### config.mk
export PLATFORM = sky130hd
export DESIGN_NAME = ext_bus_edge
export DESIGN_NICKNAME = d
export VERILOG_FILES = /design/src/hdl/bus_sync2.v /design/src/hdl/ext_bus_edge.v
export VERILOG_INCLUDE_DIRS = /design/src /design/src/hdl
export SDC_FILE = /design/constraint.sdc
export NUM_CORES = 1
export LEC_CHECK = 0
export ABC_AREA = 1
export BUFFER_PORTS_ARGS = -buffer_cell sky130_fd_sc_hd__buf_4
export CAP_MARGIN = 20
export CORE_ASPECT_RATIO = 1.25
export CORE_MARGIN = 2
export CORE_UTILIZATION = 59
export CTS_BUF_LIST = sky130_fd_sc_hd__clkbuf_4
export DETAILED_ROUTE_END_ITERATION = 6
export PLACE_DENSITY = 0.81
export SETUP_SLACK_MARGIN = 0.02
export SLEW_MARGIN = 5
export SYNTH_ARGS = -nofsm -noshare
export SYNTH_HDL_FRONTEND = slang
export SYNTH_SLANG_ARGS = --single-unit
### constraint.sdc
create_clock -name CLK_SYS -period 1.8 [get_ports CLK_SYS]
set_input_delay 0.36 -clock CLK_SYS [delete_from_list [all_inputs] [get_ports CLK_SYS]]
set_output_delay 0.36 -clock CLK_SYS [all_outputs]
set_load 0.02 [all_outputs]
### src/hdl/ext_bus_defines.vh
// constants for the external memory bus edge-timing engine
`ifndef EXT_BUS_DEFINES_VH
`define EXT_BUS_DEFINES_VH
// ----------------------------------------------------------------
// register byte offsets
// ----------------------------------------------------------------
`define EB_OFS_CTRL     5'h00
`define EB_OFS_EDGE     5'h04
`define EB_OFS_ADDR     5'h08
`define EB_OFS_WDATA    5'h0c
`define EB_OFS_STATUS   5'h10
`define EB_OFS_RDATA    5'h14
`define EB_OFS_BITS     5
// ----------------------------------------------------------------
// control register fields
// ----------------------------------------------------------------
`define EB_CTRL_START   0
`define EB_CTRL_WRITE   1
`define EB_CTRL_MUX     2
`define EB_CTRL_SYNC    3
`define EB_CTRL_CS_LO   4
`define EB_CTRL_CS_HI   5
`define EB_CTRL_BE_LO   8
`define EB_CTRL_BE_HI   11
`define EB_CTRL_WAIT_LO 16
`define EB_CTRL_WAIT_HI 19
// ----------------------------------------------------------------
// edge select register: 1 means falling edge
// ----------------------------------------------------------------
`define EB_EDGE_CS_ON   0
`define EB_EDGE_CS_OFF  1
`define EB_EDGE_OE_ON   2
`define EB_EDGE_OE_OFF  3
`define EB_EDGE_RW_ON   4
`define EB_EDGE_RW_OFF  5
`define EB_EDGE_BE_ON   6
`define EB_EDGE_BE_OFF  7
`define EB_EDGE_AV_ON   8
`define EB_EDGE_AV_OFF  9
`define EB_EDGE_ADR_END 10
`define EB_EDGE_WD_ON   11
`define EB_EDGE_BITS    12
// ----------------------------------------------------------------
// status register fields
// ----------------------------------------------------------------
`define EB_STAT_BUSY    0
`define EB_STAT_DONE    1
`define EB_STAT_EOB     2
// ----------------------------------------------------------------
// bus clock divider: half period in system clocks
// ----------------------------------------------------------------
`define EB_HALF_NS      20
`define EB_SYS_NS       5
`define EB_HALF_CYC     (`EB_HALF_NS / `EB_SYS_NS)
`define EB_DIV_BITS     3
`define EB_WAIT_BITS    4
`endif

### src/hdl/bus_sync2.v
// two-flop synchroniser for a group of pin inputs
module bus_sync2 #(
   parameter W = 1
) (
   input  wire         clk,
   input  wire         rst_n,
   input  wire [W-1:0] din,
   output reg  [W-1:0] dout
);
   reg [W-1:0] meta_reg;
   // first stage feeds only the second
   always @(posedge clk or negedge rst_n) begin
      if (!rst_n) begin
         meta_reg <= {W{1'b0}};
         dout     <= {W{1'b0}};
      end else begin
         meta_reg <= din;
         dout     <= meta_reg;
      end
   end
endmodule

### src/hdl/ext_bus_edge.v
// external memory bus engine with per-strobe edge placement
//
// Behaviour
// each control strobe turns on and off at its own chosen bus clock edge (CS, OE, RW, BE here all turn off at the falling edge after ack)
// a new address always starts being driven at a bus clock falling edge
// in muxed mode the address phase ends on the configured edge (here reads only; a write holds the address until write data starts)
// non-muxed write data starts at a bus clock rising edge
// muxed write data starts on the configured bus clock edge
// read data, end-of-burst and transfer ack are sampled at rising edges
// sync mode: end-of-burst moves the read sample point to falling edge
// the block makes the bus clock and keeps it running during accesses
//
// The Wishbone interface to the registers and the address map were chosen for this implementation.
`include "ext_bus_defines.vh"
module ext_bus_edge (
   input  wire        CLK_SYS,
   input  wire        RST_N,
   input  wire        WB_CYC_I,
   input  wire        WB_STB_I,
   input  wire        WB_WE_I,
   input  wire [4:0]  WB_ADR_I,
   input  wire [3:0]  WB_SEL_I,
   input  wire [31:0] WB_DAT_I,
   output reg  [31:0] WB_DAT_O,
   output wire        WB_ACK_O,
   output reg         BUS_CLK,
   output reg  [23:0] ADDR,
   output reg         CS_N,
   output reg         RW_N,
   output reg         OE_N,
   output reg  [3:0]  BYTE_ENABLE_N,
   output reg         ADDRESS_VALID_STROBE_N,
   output reg  [31:0] DATA_O,
   output reg         DATA_OE,
   input  wire [31:0] DATA_I,
   input  wire        END_OF_BURST_IN_N,
   input  wire        TRANSFER_ACK_IN,
   input  wire        CLOCKED_CAPTURE_SELECT
);
   // ----------------------------------------------------------------
   // wishbone slave and registers
   // ----------------------------------------------------------------
   reg  [31:0] ctrl_reg;
   reg  [`EB_EDGE_BITS-1:0] edge_reg;
   reg  [23:0] addr_cfg_reg;
   reg  [31:0] wdata_reg;
   reg  [31:0] rdata_reg;
   reg         done_reg;
   reg         eob_seen_reg;
   reg         ack_reg;
   reg         start_reg;
   wire        busy;
   wire        wb_hit  = WB_CYC_I & WB_STB_I & ~ack_reg;
   wire        wb_wr   = wb_hit & WB_WE_I;
   wire [4:0]  ofs     = {WB_ADR_I[4:2], 2'b00};
   wire [31:0] be_mask = {{8{WB_SEL_I[3]}}, {8{WB_SEL_I[2]}}, {8{WB_SEL_I[1]}},
                          {8{WB_SEL_I[0]}}};
   wire        acc_end;
   assign WB_ACK_O = ack_reg;

   always @(posedge CLK_SYS or negedge RST_N) begin
      if (!RST_N) begin
         ack_reg      <= 1'b0;
         ctrl_reg     <= 32'h0000_0000;
         edge_reg     <= {`EB_EDGE_BITS{1'b0}};
         addr_cfg_reg <= 24'h00_0000;
         wdata_reg    <= 32'h0000_0000;
         start_reg    <= 1'b0;
         done_reg     <= 1'b0;
         WB_DAT_O     <= 32'h0000_0000;
      end else begin
         ack_reg   <= wb_hit;
         start_reg <= 1'b0;
         // completion wins over a software clear in the same cycle
         if (acc_end)
            done_reg <= 1'b1;
         else if (wb_wr && ofs == `EB_OFS_STATUS && WB_SEL_I[0] &&
                  WB_DAT_I[`EB_STAT_DONE])
            done_reg <= 1'b0;
         if (wb_wr) begin
            case (ofs)
               `EB_OFS_CTRL: begin
                  ctrl_reg <= (ctrl_reg & ~be_mask) | (WB_DAT_I & be_mask);
                  if (WB_SEL_I[0] && WB_DAT_I[`EB_CTRL_START] && !busy)
                     start_reg <= 1'b1;
               end
               `EB_OFS_EDGE:
                  edge_reg <= (edge_reg & be_mask[`EB_EDGE_BITS-1:0] ^ edge_reg) |
                              (WB_DAT_I[`EB_EDGE_BITS-1:0] & be_mask[`EB_EDGE_BITS-1:0]);
               `EB_OFS_ADDR:
                  addr_cfg_reg <= (addr_cfg_reg & ~be_mask[23:0]) |
                                  (WB_DAT_I[23:0] & be_mask[23:0]);
               `EB_OFS_WDATA:
                  wdata_reg <= (wdata_reg & ~be_mask) | (WB_DAT_I & be_mask);
               default: begin
               end
            endcase
         end
         case (ofs)
            `EB_OFS_CTRL:   WB_DAT_O <= {ctrl_reg[31:1], 1'b0};
            `EB_OFS_EDGE:   WB_DAT_O <= {20'h0_0000, edge_reg};
            `EB_OFS_ADDR:   WB_DAT_O <= {8'h00, addr_cfg_reg};
            `EB_OFS_WDATA:  WB_DAT_O <= wdata_reg;
            `EB_OFS_STATUS: WB_DAT_O <= {29'h0000_0000, eob_seen_reg, done_reg, busy};
            `EB_OFS_RDATA:  WB_DAT_O <= rdata_reg;
            default:        WB_DAT_O <= 32'h0000_0000;
         endcase
      end
   end

   // ----------------------------------------------------------------
   // pin input synchronisers
   // ----------------------------------------------------------------
   wire [31:0] data_s;
   wire        eob_n_s;
   wire        ack_s;
   wire        fce_s;
   bus_sync2 #(.W(35)) u_sync (
      .clk   (CLK_SYS),
      .rst_n (RST_N),
      .din   ({DATA_I, END_OF_BURST_IN_N, TRANSFER_ACK_IN, CLOCKED_CAPTURE_SELECT}),
      .dout  ({data_s, eob_n_s, ack_s, fce_s})
   );

   // ----------------------------------------------------------------
   // bus clock divider
   // ----------------------------------------------------------------
   // free running so every edge is defined even between accesses
   reg [`EB_DIV_BITS-1:0] div_reg;
   wire half_tick = (div_reg == `EB_HALF_CYC - 1);
   wire rise_en   = half_tick & ~BUS_CLK;
   wire fall_en   = half_tick & BUS_CLK;
   always @(posedge CLK_SYS or negedge RST_N) begin
      if (!RST_N) begin
         div_reg <= {`EB_DIV_BITS{1'b0}};
         BUS_CLK <= 1'b0;
      end else begin
         div_reg <= half_tick ? {`EB_DIV_BITS{1'b0}} : div_reg + 1'b1;
         if (half_tick)
            BUS_CLK <= ~BUS_CLK;
      end
   end

   // ----------------------------------------------------------------
   // access sequencer, counted in bus clock edges
   // ----------------------------------------------------------------
   localparam ST_IDLE = 4'b0001;
   localparam ST_WAIT = 4'b0010;
   localparam ST_ADDR = 4'b0100;
   localparam ST_DATA = 4'b1000;
   reg  [3:0] state_reg;
   reg  [3:0] state_next;
   reg  [`EB_WAIT_BITS-1:0] wait_reg;
   reg        pend_reg;
   reg        is_wr_reg;
   reg        is_mux_reg;
   reg        is_sync_reg;
   reg        ackd_reg;
   wire       eob_now = ~eob_n_s;
   assign busy    = (state_reg != ST_IDLE) | pend_reg;
   assign acc_end = (state_reg == ST_DATA) & (rise_en | fall_en) & ackd_reg;
   wire   active  = (state_reg == ST_ADDR) | (state_reg == ST_DATA);

   // ----------------------------------------------------------------
   // edge chooser: sel high means the falling edge
   // ----------------------------------------------------------------
   // one shared test keeps every strobe's edge choice decoded the same way
   function edge_hit;
      input sel;
      input r;
      input f;
      begin
         edge_hit = sel ? f : r;
      end
   endfunction

   always @* begin
      state_next = state_reg;
      case (state_reg)
         ST_IDLE: if (pend_reg && fall_en) state_next = ST_ADDR;
         ST_ADDR: if (rise_en) state_next = ST_DATA;
         ST_DATA: if (acc_end) state_next = ST_IDLE;
         ST_WAIT: state_next = ST_IDLE;
         default: state_next = ST_IDLE;
      endcase
   end

   // ----------------------------------------------------------------
   // pin drivers, all registered so each moves with one bus clock edge
   // ----------------------------------------------------------------
   always @(posedge CLK_SYS or negedge RST_N) begin
      if (!RST_N) begin
         state_reg    <= ST_IDLE;
         pend_reg     <= 1'b0;
         is_wr_reg    <= 1'b0;
         is_mux_reg   <= 1'b0;
         is_sync_reg  <= 1'b0;
         wait_reg     <= {`EB_WAIT_BITS{1'b0}};
         ackd_reg     <= 1'b0;
         eob_seen_reg <= 1'b0;
         rdata_reg    <= 32'h0000_0000;
         ADDR         <= 24'h00_0000;
         CS_N         <= 1'b1;
         RW_N         <= 1'b1;
         OE_N         <= 1'b1;
         BYTE_ENABLE_N <= 4'hf;
         ADDRESS_VALID_STROBE_N <= 1'b1;
         DATA_O       <= 32'h0000_0000;
         DATA_OE      <= 1'b0;
      end else begin
         state_reg <= state_next;
         if (start_reg) begin
            pend_reg    <= 1'b1;
            is_wr_reg   <= ctrl_reg[`EB_CTRL_WRITE];
            is_mux_reg  <= ctrl_reg[`EB_CTRL_MUX];
            is_sync_reg <= ctrl_reg[`EB_CTRL_SYNC];
         end
         // ----------------------------------------------------------------
         // launch of a new access
         // ----------------------------------------------------------------
         // address and wait count are frozen here; byte enables, write data and edge selects are still read live mid-access
         if (state_reg == ST_IDLE && state_next == ST_ADDR) begin
            pend_reg     <= 1'b0;
            ADDR         <= addr_cfg_reg;
            wait_reg     <= ctrl_reg[`EB_CTRL_WAIT_HI:`EB_CTRL_WAIT_LO];
            ackd_reg     <= 1'b0;
            eob_seen_reg <= 1'b0;
            if (is_mux_reg) begin
               DATA_O  <= {8'h00, addr_cfg_reg};
               DATA_OE <= 1'b1;
            end
         end
         // muxed read address phase ends on the configured edge
         if (active && is_mux_reg && DATA_OE && !is_wr_reg &&
             edge_hit(edge_reg[`EB_EDGE_ADR_END], rise_en, fall_en))
            DATA_OE <= 1'b0;
         // write data launch edge depends on mode
         if (state_reg == ST_DATA && is_wr_reg &&
             (is_mux_reg ? edge_hit(edge_reg[`EB_EDGE_WD_ON], rise_en, fall_en)
                         : rise_en)) begin
            DATA_O  <= wdata_reg;
            DATA_OE <= 1'b1;
         end
         // ----------------------------------------------------------------
         // strobes: each on at its own chosen edge, address valid off at its own too
         // ----------------------------------------------------------------
         if (active) begin
            if (edge_hit(edge_reg[`EB_EDGE_CS_ON], rise_en, fall_en))
               CS_N <= 1'b0;
            if (edge_hit(edge_reg[`EB_EDGE_RW_ON], rise_en, fall_en))
               RW_N <= ~is_wr_reg;
            if (!is_wr_reg && edge_hit(edge_reg[`EB_EDGE_OE_ON], rise_en, fall_en))
               OE_N <= 1'b0;
            if (edge_hit(edge_reg[`EB_EDGE_BE_ON], rise_en, fall_en))
               BYTE_ENABLE_N <= ~ctrl_reg[`EB_CTRL_BE_HI:`EB_CTRL_BE_LO];
         end
         // the address phase holds only one rise, so a falling choice opens with the address
         if ((state_reg == ST_ADDR || (state_reg == ST_IDLE && state_next == ST_ADDR)) &&
             edge_hit(edge_reg[`EB_EDGE_AV_ON], rise_en, fall_en))
            ADDRESS_VALID_STROBE_N <= 1'b0;
         if (state_reg == ST_DATA &&
             edge_hit(edge_reg[`EB_EDGE_AV_OFF], rise_en, fall_en))
            ADDRESS_VALID_STROBE_N <= 1'b1;
         // ----------------------------------------------------------------
         // data phase: wait states, then ack sampling; end-of-burst sampled at every rise, wait states included
         // ----------------------------------------------------------------
         if (state_reg == ST_DATA && rise_en) begin
            if (wait_reg != {`EB_WAIT_BITS{1'b0}})
               wait_reg <= wait_reg - 1'b1;
            else if (ack_s || is_sync_reg) begin
               ackd_reg <= 1'b1;
               if (!(is_sync_reg && eob_now))
                  rdata_reg <= data_s;
            end
            if (eob_now)
               eob_seen_reg <= 1'b1;
         end
         // end-of-burst in sync mode moves the capture to the falling edge
         if (state_reg == ST_DATA && fall_en && is_sync_reg && eob_seen_reg &&
             !is_wr_reg)
            rdata_reg <= data_s;
         if (ackd_reg && state_reg == ST_DATA) begin
            if (edge_hit(edge_reg[`EB_EDGE_CS_OFF], rise_en, fall_en))
               CS_N <= 1'b1;
            if (edge_hit(edge_reg[`EB_EDGE_OE_OFF], rise_en, fall_en))
               OE_N <= 1'b1;
            if (edge_hit(edge_reg[`EB_EDGE_RW_OFF], rise_en, fall_en))
               RW_N <= 1'b1;
            if (edge_hit(edge_reg[`EB_EDGE_BE_OFF], rise_en, fall_en))
               BYTE_ENABLE_N <= 4'hf;
         end
         // ----------------------------------------------------------------
         // close of access
         // ----------------------------------------------------------------
         // cleanup guarantees every strobe is idle once the access closes
         if (acc_end) begin
            CS_N    <= 1'b1;
            OE_N    <= 1'b1;
            RW_N    <= 1'b1;
            BYTE_ENABLE_N <= 4'hf;
            ADDRESS_VALID_STROBE_N <= 1'b1;
            DATA_OE <= 1'b0;
         end
      end
   end
endmodule

**Word level (Yosys, flattened, before mapping)**

Cells that the tools add are included.

- Mux-type cells: 72
- Bitwise logic cells: 29
- Add/subtract/negate cells: 2
- Eq/ne operators: 13
- Reductions and logical operators: 45

Operators by type and width:

| operator | number |
|---|---|
| $mux 32 | 8 |
| $pmux 32 s6 | 1 |
| $and 32x32->32 | 3 |
| $or 32x32->32 | 2 |
| $mux 1 | 50 |
| $and 24x24->24 | 2 |
| $mux 4 | 11 |
| $not 32->32 | 1 |
| $and 12x12->12 | 2 |
| $not 24->24 | 1 |
| $or 24x24->24 | 1 |
| $logic_and 1x1->1 | 23 |
| $or 12x12->12 | 1 |
| $pmux 4 s3 | 1 |
| $reduce_and 2->1 | 6 |
| $reduce_bool 2->1 | 6 |
| $reduce_bool 4->1 | 3 |
| $xor 12x12->12 | 1 |
| $eq 3x2->1 const B | 3 |
| $eq 4x3->1 const B | 2 |
| $and 1x1->1 | 7 |
| $eq 3x3->1 const B | 2 |
| $logic_not 5->1 | 1 |
| $eq 4x1->1 const B | 1 |
| other kinds (14) | 22 |

- Output and inout port bits: 99
- Register bits: 320
- Word-level logic and storage cells: 190
- Input bits: 81

**Depth between registers and ports, before layout**

Gate-level depths: netlist of the first run.

- Word-level depth: 14
- Mapped depth: 10
- Gate-level depth less buffers: 9

**Modules after synthesis**

Synthesis of the first run repeated with hierarchy kept, for this count alone.

- Cell total of the unflattened synthesis: 1278
- Area, all modules: 12517.0 um2

Modules (own cells, without submodules):

| module | cells each | sequential area each (um2) | times used | area each (um2) |
|---|---|---|---|---|
| ext_bus_edge | 1208 | 6242.2 | 1 | 10765.3 |
| bus_sync2 | 70 | 1751.7 | 1 | 1751.7 |

**Worst setup path after synthesis of the first run**

Ideal clock, no wire load.

- Kind: reg2reg
- Start point: reg div_reg[0]
- End point: reg DATA_O[15]
- Required time: 1.683 ns
- Library setup time: 0.117 ns
- Arrival time: 1.381 ns
- Path slack: 0.302 ns
- Buffers on the path: 1
- Stages on the path, launching flop included: 9
- Period minus slack after synthesis: 1.498 ns
- Cell sequence: dfrtp_1 > ha_1 > nand3_1 > nand2_1 > nand3_4 > buf_2 > nand2_1 > nand3_1 > nand2_1

- Cells in the longest elaborated chain, start to end: 11
- Elaborated cells between the ends (all ways): 20
- Classes of those cells: eq/ne (2); mux (7); bitwise (5); reduce/logical (6)

RTL lines:

| element | line | text |
|---|---|---|
| from (decl) | ext_bus_edge.v:129 | `` reg [`EB_DIV_BITS-1:0] div_reg; `` |
| from (signal assigned) | ext_bus_edge.v:135 | `` div_reg <= {`EB_DIV_BITS{1'b0}}; `` |
| from (signal assigned) | ext_bus_edge.v:138 | `` div_reg <= half_tick ? {`EB_DIV_BITS{1'b0}} : div_reg + 1'b1; `` |
| $eq 3x2->1 * | ext_bus_edge.v:130 | `` wire half_tick = (div_reg == `EB_HALF_CYC - 1); `` |
| $and 1x1->1, on equally long branches | ext_bus_edge.v:131, ext_bus_edge.v:132 |  |
| $or 1x1->1 | ext_bus_edge.v:161 | `assign acc_end = (state_reg == ST_DATA) & (rise_en \| fall_en) & ackd_reg;` |
| $and 1x1->1 (2 in a row) | ext_bus_edge.v:161 |  |
| $mux 4 | ext_bus_edge.v:182 | `ST_DATA: if (acc_end) state_next = ST_IDLE;` |
| $pmux 4 s3 | ext_bus_edge.v:179 | `case (state_reg)` |
| $eq 4x3->1 | ext_bus_edge.v:222 | `if (state_reg == ST_IDLE && state_next == ST_ADDR) begin` |
| $logic_and 1x1->1 | ext_bus_edge.v:222 |  |
| $reduce_bool 2->1 (no source line) | -- |  |
| $reduce_and 2->1 (no source line) | -- |  |
| to (signal assigned) | ext_bus_edge.v:229 | `DATA_O <= {8'h00, addr_cfg_reg};` |
| to (signal assigned) | ext_bus_edge.v:241 | `DATA_O <= wdata_reg;` |
| to (decl) | ext_bus_edge.v:33 | `output reg [31:0] DATA_O,` |

Every way passes the cells marked *; elsewhere a longest branch is shown, timed or not.
A chain may end at the register's enable or synchronous reset.

**Worst setup path after layout of the first run**

- Start point: reg BYTE_ENABLE_N[0]
- End point: out BYTE_ENABLE_N[0]

RTL lines:

| element | line | text |
|---|---|---|
| from (decl) | ext_bus_edge.v:31 | `output reg [3:0] BYTE_ENABLE_N,` |
| from (signal assigned) | ext_bus_edge.v:255 | `` BYTE_ENABLE_N <= ~ctrl_reg[`EB_CTRL_BE_HI:`EB_CTRL_BE_LO]; `` |

No word-level cell between the ends.

==> impl_metrics.yaml, run 1 <==
sta:
  setup_violations: 0
  slew_violations: 0
  relSlewSlack_pct: 65.4
  finalCritPeriodShare_pct: 95.4
  clock.fmax_mhz: 582
  worst_pin_slew_ns: 0.517
  skew_ns: 0.0546
  rsz0062_at_grt: "false"
  tns_ns: 0
  period_minus_slack_ns: 1.72
  hold_viol_final: 0
route:
  route.detailed.drc: 0
  dr.pass1.iters: 6
  viasPerCell: 5.31
  drt-total-wl_mm: 31.5
  detail-route-antenna-nets: 0
  drt_iter0_markers: 869
  avgRoutedWirePerCell_um: 16.4
  via_count: 10200
floorplanning:
  ios: 180
  die_h_um: 166
  core_area_mm2: 0.0207
  die_x_um: 134
  dieArea_mm2: 0.0223
  start_util_pct: 60.1
  rows: 59
global_routing:
  use_met2_pct: 46.6
  use_met1_pct: 38.9
  grtUsageTotal_pct: 29.3
  grt_pass1_wl_mm: 51.5
  grt_remaining_overflow: 0
  grt_busiest_layer: "met2"
  grt_max_degree: 55
  antenna_found_initial: 2
  met3_usage_pct: 5.75
  first_global_vias: 10400
place:
  dpl.hpwl_mm: 21.5
  io_buffer_count: 176
  gp_congestion: 0.894
yosys:
  synthArstFlopShare_pct: 100
  ys_warn_count: 0
  ys_seq_area_share_pct: 63.7
  synth_edf_count: 0
  yosysUniqueCellTypes: 37
  synthesis.instances: 1272
  synth_fp_nets: 1355
  syn-cell-area_mm2: 0.0125
  postSynthAreaPerCell_um2: 9.80
  synth_seq_cells: 317
  synth_top_flop_cell: "dfrtp_1"
clock_network:
  cts_buffer_depth: 3
  numCtsBuffers: 77
  root_buffer: "clkbuf_4"
  clock_sink_count: 317
  h-tree-depth: 3
  clk_latency_ns: 0.70
  clk_pin_slew_ns: 0.08
  cts_tree: "yes"
flow_run:
  maxCapViolCount: 0
hold_path:
  whs_path_depth: 3
  min_path_type: "in -> reg"
  hp-start: "WB_SEL_I[3]"
final_layout:
  nFillCells: 1379
  multiInputGateArea_mm2: 0.00373
  drive_above_1_share_pct: 23.7
  regArea_mm2: 0.00794
  nets: 1665
  synthToLayoutAreaGrowth_pct: 28.5
critical_path:
  timing.critical_path.buf_inv: 1
  path_class: "reg -> out"
  critPathArrivalTime_ns: 1.36
  critPathLaunchType: "register"
  max_stage_delay_ns: 0.54
  critical_path_peak_fanout: 2
  worst_setup_path_end_kind: "primary output"
  crit_cells: 1
  worstSetupStartpoint: "BYTE_ENABLE_N[0]$_DFF_PN1_"
  rr_worst_depth: 7
  r2r_start: "state_reg[0]$_DFF_PN1_"
  cp_slowest_cell: "dfstp_2"
  required_ns: 1.44
  path_cells: "buf_4"
  critPathTopFamily: "flip-flops"
outcome:
  status: "finished clean"
power_and_ir_drop:
  peakVddDrop_mv: 0.628
  power.leakage_nw: 8.23
  total_power_mw: 15.1
  power_density_mw_per_mm2: 942
-- layout by cell type (no fill, tap or decap), types with 2 or more instances in the layout --
cell type / instances
nand2_1: 391
dfrtp_1: 308
buf_4: 204
inv_1: 113
clkbuf_4: 109
o21ai_0: 96
nand3_1: 88
dlygate4sd3_1: 69
o21ai_1: 36
nor2_1: 34
nand4_1: 32
a21oi_1: 28
clkinv_1: 18
o22ai_1: 13
nand3_4: 12
buf_12: 12
dfstp_2: 9
inv_2: 9
o2111ai_1: 9
o211ai_1: 7
clkinvlp_4: 5
nor3b_2: 3
nand2_2: 3
nor2_2: 3
diode_2: 2
nand3b_1: 2
nand3_2: 2
nor2_4: 2
or2_2: 2
nand2_4: 2
bufinv_16: 2
buf_8: 2
-- area by class of cell --
type / count / share of cell area (%)
Multi-Input combinational cell: 774 / 23.3
Sequential cell: 317 / 49.6
Timing Repair Buffer: 289 / 15.8
Antenna cell: 2 / 0.0312
Tap cell: 274 / 2.14
Clock buffer: 109 / 5.11
Inverter: 123 / 2.93
Clock inverter: 27 / 1.12
-- metal layers --
layer	part of all wire, %	up-vias
met4	4.3	0
li1	-	4785
met2	49	437
met1	40	4857
met3	7.0	98
met5	0	-
-- stage by stage --
step	instances	util, %	area (um^2)	hold WS (ns)	worst slack (ns)
after floorplan	1272	-	12500	0.0644	0.302
after global placement	1707	68.5	14200	0.285	0.0544
after detailed placement	1707	68.5	14200	0.286	-0.0312
after CTS	1912	76.6	15900	0.0420	0.0236
after global routing	1915	77.2	16000	0.0761	0.0215
final	1915	77.2	16000	0.0880	0.0825
-- power by group --
group          switching (mW)  leakage [nW]  total [mW]  internal [mW]
Clock                    2.78         0.567        5.89           3.10
Sequential              0.246          4.07        7.81           7.57
Combinational           0.812          3.59        1.39          0.578
Total                    3.84          8.23        15.1           11.2
-- Yosys cell counts (2+ instances only) --
master     number  area share (%)
nand2_1       392              12
dfstp_2         9             1.9
nand3_2         2            0.16
clkbuf_1       13            0.39
inv_2          10            0.30
nor2_2          2            0.10
buf_6          14             1.3
buf_4           4            0.24
nor3b_2         3            0.30
dfrtp_1       308              62
o211ai_1        7            0.42
a21oi_1        28             1.1
nand3b_1        2            0.12
ha_1            2            0.20
o21ai_0        97             3.9
nand3_1        89             3.6
nand3_4        11             1.5
nand2_2         3            0.15
o2111ai_1       9            0.63
o22ai_1        13            0.65
nand4_1        32             1.6
inv_1         113             3.4
buf_1           2           0.060
nor2_1         36             1.1
buf_2          24            0.96
o21ai_1        35             1.4
or2_2           2            0.10
-- path summary, 6_finish.rpt --
path	endpoint	slack, ns
worst max-delay path	BYTE_ENABLE_N[0]	0.08
worst min-delay path	register	0.09
worst max register to register	rdata_reg[31]$_DFFE_PN0P_	0.10
worst min register to register	u_sync.dout[23]$_DFF_PN0_	0.32
max in group asynchronous	BYTE_ENABLE_N[1]$_DFF_PN1_	0.94
min in group asynchronous	asynchronous set/reset pin	0.19
-- cells by family after synthesis --
kind of cell	count (synthesis)	synth area share [%]
adder cells (fa/ha/maj)	2	0.201
flip-flops	317	63.7
AO/OA/AOI/OAI	189	8.13
AND/OR/NAND/NOR	580	21.0
buffers and inverters	181	6.75
multiplexers	1	0.0904
other	1	0.0301
XOR/XNOR	1	0.0703
-- repair_timing --
item,in CTS,in global routing
setup buffers,0,0
hold endpoints to repair,427,0
gates resized for setup,3,20
pin swaps,0,1
endpoints found under the setup margin,34,92
hold buffers,69,0
cloned,0,1
No activity file was read; power rests on OpenSTA's default activity.
==> run 2: changes to the inputs <==
--- a/config.mk
+++ b/config.mk
@@ -11,10 +11,10 @@
 export CAP_MARGIN = 20
 export CORE_ASPECT_RATIO = 1.25
 export CORE_MARGIN = 2
-export CORE_UTILIZATION = 59
+export CORE_UTILIZATION = 64
 export CTS_BUF_LIST = sky130_fd_sc_hd__clkbuf_4
 export DETAILED_ROUTE_END_ITERATION = 6
-export PLACE_DENSITY = 0.81
+export PLACE_DENSITY = 0.87
 export SETUP_SLACK_MARGIN = 0.02
 export SLEW_MARGIN = 5
 export SYNTH_ARGS = -nofsm -noshare
==> constraint.sdc (replaced) <==
create_clock -name CLK_SYS -period 2 [get_ports CLK_SYS]
set_input_delay 0.4 -clock CLK_SYS [delete_from_list [all_inputs] [get_ports CLK_SYS]]
set_output_delay 0.4 -clock CLK_SYS [all_outputs]
set_load 0.02 [all_outputs]
==> impl_metrics.yaml, run 2 (same netlist as run 1, synthesis figures left out) <==
outcome:
  status: "finished clean"
power_and_ir_drop:
  total_power_mw: 13.9
  power_density_mw_per_mm2: 886
  peakVddDrop_mv: 0.727
  power.leakage_nw: 8.14
final_layout:
  final_cell_mix: "392 x nand2_1, 308 x dfrtp_1, 202 x buf_4"
  nets: 1646
  drive_above_1_share_pct: 23.2
  synthToLayoutAreaGrowth_pct: 26.2
  final_common_cell: "nand2_1"
  fin_area_mm2: 0.0157
  nFillCells: 1122
route:
  topRoutingLayerUsed: "met4"
  via_count: 10300
  m1WireLength_mm: 12.4
  avgRoutedWirePerCell_um: 17.6
  viasPerCell: 5.54
  drt-total-wl_mm: 32.7
  drt_iter0_markers: 1010
  routed-wl-met2_mm: 16.4
  route.detailed.drc: 0
  wl_met3_mm: 2.71
  detail-route-antenna-nets: 0
  dr.pass1.iters: 6
sta:
  rsz0062_at_grt: "false"
  relSlewSlack_pct: 61.2
  slew_violations: 0
  finalCritPeriodShare_pct: 91.8
  skew_ns: 0.0411
  tns_ns: 0
  clock.fmax_mhz: 545
  hold_viol_final: 0
  setup_violations: 0
  worst_pin_slew_ns: 0.580
  period_minus_slack_ns: 1.84
clock_network:
  root_buffer: "clkbuf_4"
  cts_tree: "yes"
  cts_buffer_depth: 3
  clk_latency_ns: 0.70
  h-tree-depth: 3
  numCtsBuffers: 75
  clock_sink_count: 317
  cts_setup_buffers: 0
  clk_pin_slew_ns: 0.07
global_routing:
  first_global_vias: 10500
  grtUsageTotal_pct: 33.1
  antenna_found_initial: 2
  grt_pass1_wl_mm: 53.1
  grt_remaining_overflow: 0
  grt_max_degree: 90
critical_path:
  critPathArrivalTime_ns: 2.36
  required_ns: 2.53
  worst_setup_path_end_kind: "register"
  path_class: "reg -> reg"
  critical_path_peak_fanout: 48
  critPathLaunchType: "register"
  r2r_slack_ns: 0.16
place:
  placedInstanceArea_mm2: 0.0141
  dpl.hpwl_mm: 21.0
  io_buffer_count: 176
  gp_congestion: 0.929
flow_run:
  maxCapViolCount: 0
floorplanning:
  die_h_um: 160
  core_area_mm2: 0.0193
  start_util_pct: 64.7
  rows: 57
  dieArea_mm2: 0.0206
  ios: 180
  die_x_um: 129
hold_path:
  min_path_type: "in -> reg"
-- run 2: layout make-up --
type / count / area [um^2] / area share (%)
Sequential cell: 317 / 7940 / 50.5
Multi-Input combinational cell: 774 / 3680 / 23.4
Antenna cell: 2 / 5.00 / 0.0318
Clock inverter: 25 / 208 / 1.32
Tap cell: 236 / 295 / 1.88
Clock buffer: 111 / 833 / 5.30
Inverter: 123 / 464 / 2.95
Timing Repair Buffer: 272 / 2290 / 14.6
-- run 2: path summary, 6_finish.rpt --
path	from	end	depth (start not counted)
setup / recovery	div_reg[0]$_DFF_PN0_	ADDR[7]$_DFFE_PN0P_	7
hold / removal	WB_DAT_I[15]	register	3
setup reg to reg	div_reg[0]$_DFF_PN0_	ADDR[7]$_DFFE_PN0P_	7
hold reg to reg	u_sync.meta_reg[8]$_DFF_PN0_	u_sync.dout[8]$_DFF_PN0_	0
max in group asynchronous	RST_N	WB_DAT_O[27]$_DFF_PN0_	3
min in group asynchronous	RST_N	u_sync.meta_reg[14]$_DFF_PN0_	2
-- run 2: routing by layer --
layer  track usage, %  up-vias
li1                 -     4751
met1             43.6     4911
met2             54.2      541
met3             7.04       98
met4             13.4        0
met5                0        -
-- run 2: per-stage QoR --
stage	hold slack (ns)	worst slack, ns	instances	utilization, %
global placement	0.284	0.169	1661	73.0
finish	0.0283	0.165	1860	81.7
CTS	0.000811	0.0297	1858	81.6
global route	0.0218	0.0218	1860	81.7
floorplan	0.104	0.502	1272	-
detailed placement	0.285	0.0587	1661	73.0
-- run 2: timing repair --
action	CTS	global route
hold buffers	61	0
hold endpoints to repair	375	0
gates resized for setup	0	4
setup endpoints to repair	0	33
-- run 2: power by group --
part | internal, mW | switching, mW | total [mW] | leakage (nW)
Clock | 3.07 | 2.59 | 5.67 | 0.602
Combinational | 0.500 | 0.739 | 1.24 | 3.46
Sequential | 6.81 | 0.225 | 7.03 | 4.07
-- run 2: critical path, stage by stage, from the launching register on --
cell     delay (ns)
dfrtp_1        0.35
ha_1           0.23
nand3_2        0.16
nor2_1         0.18
nand2_1        0.30
buf_12         0.29
nand2_1        0.08
o21ai_0        0.08
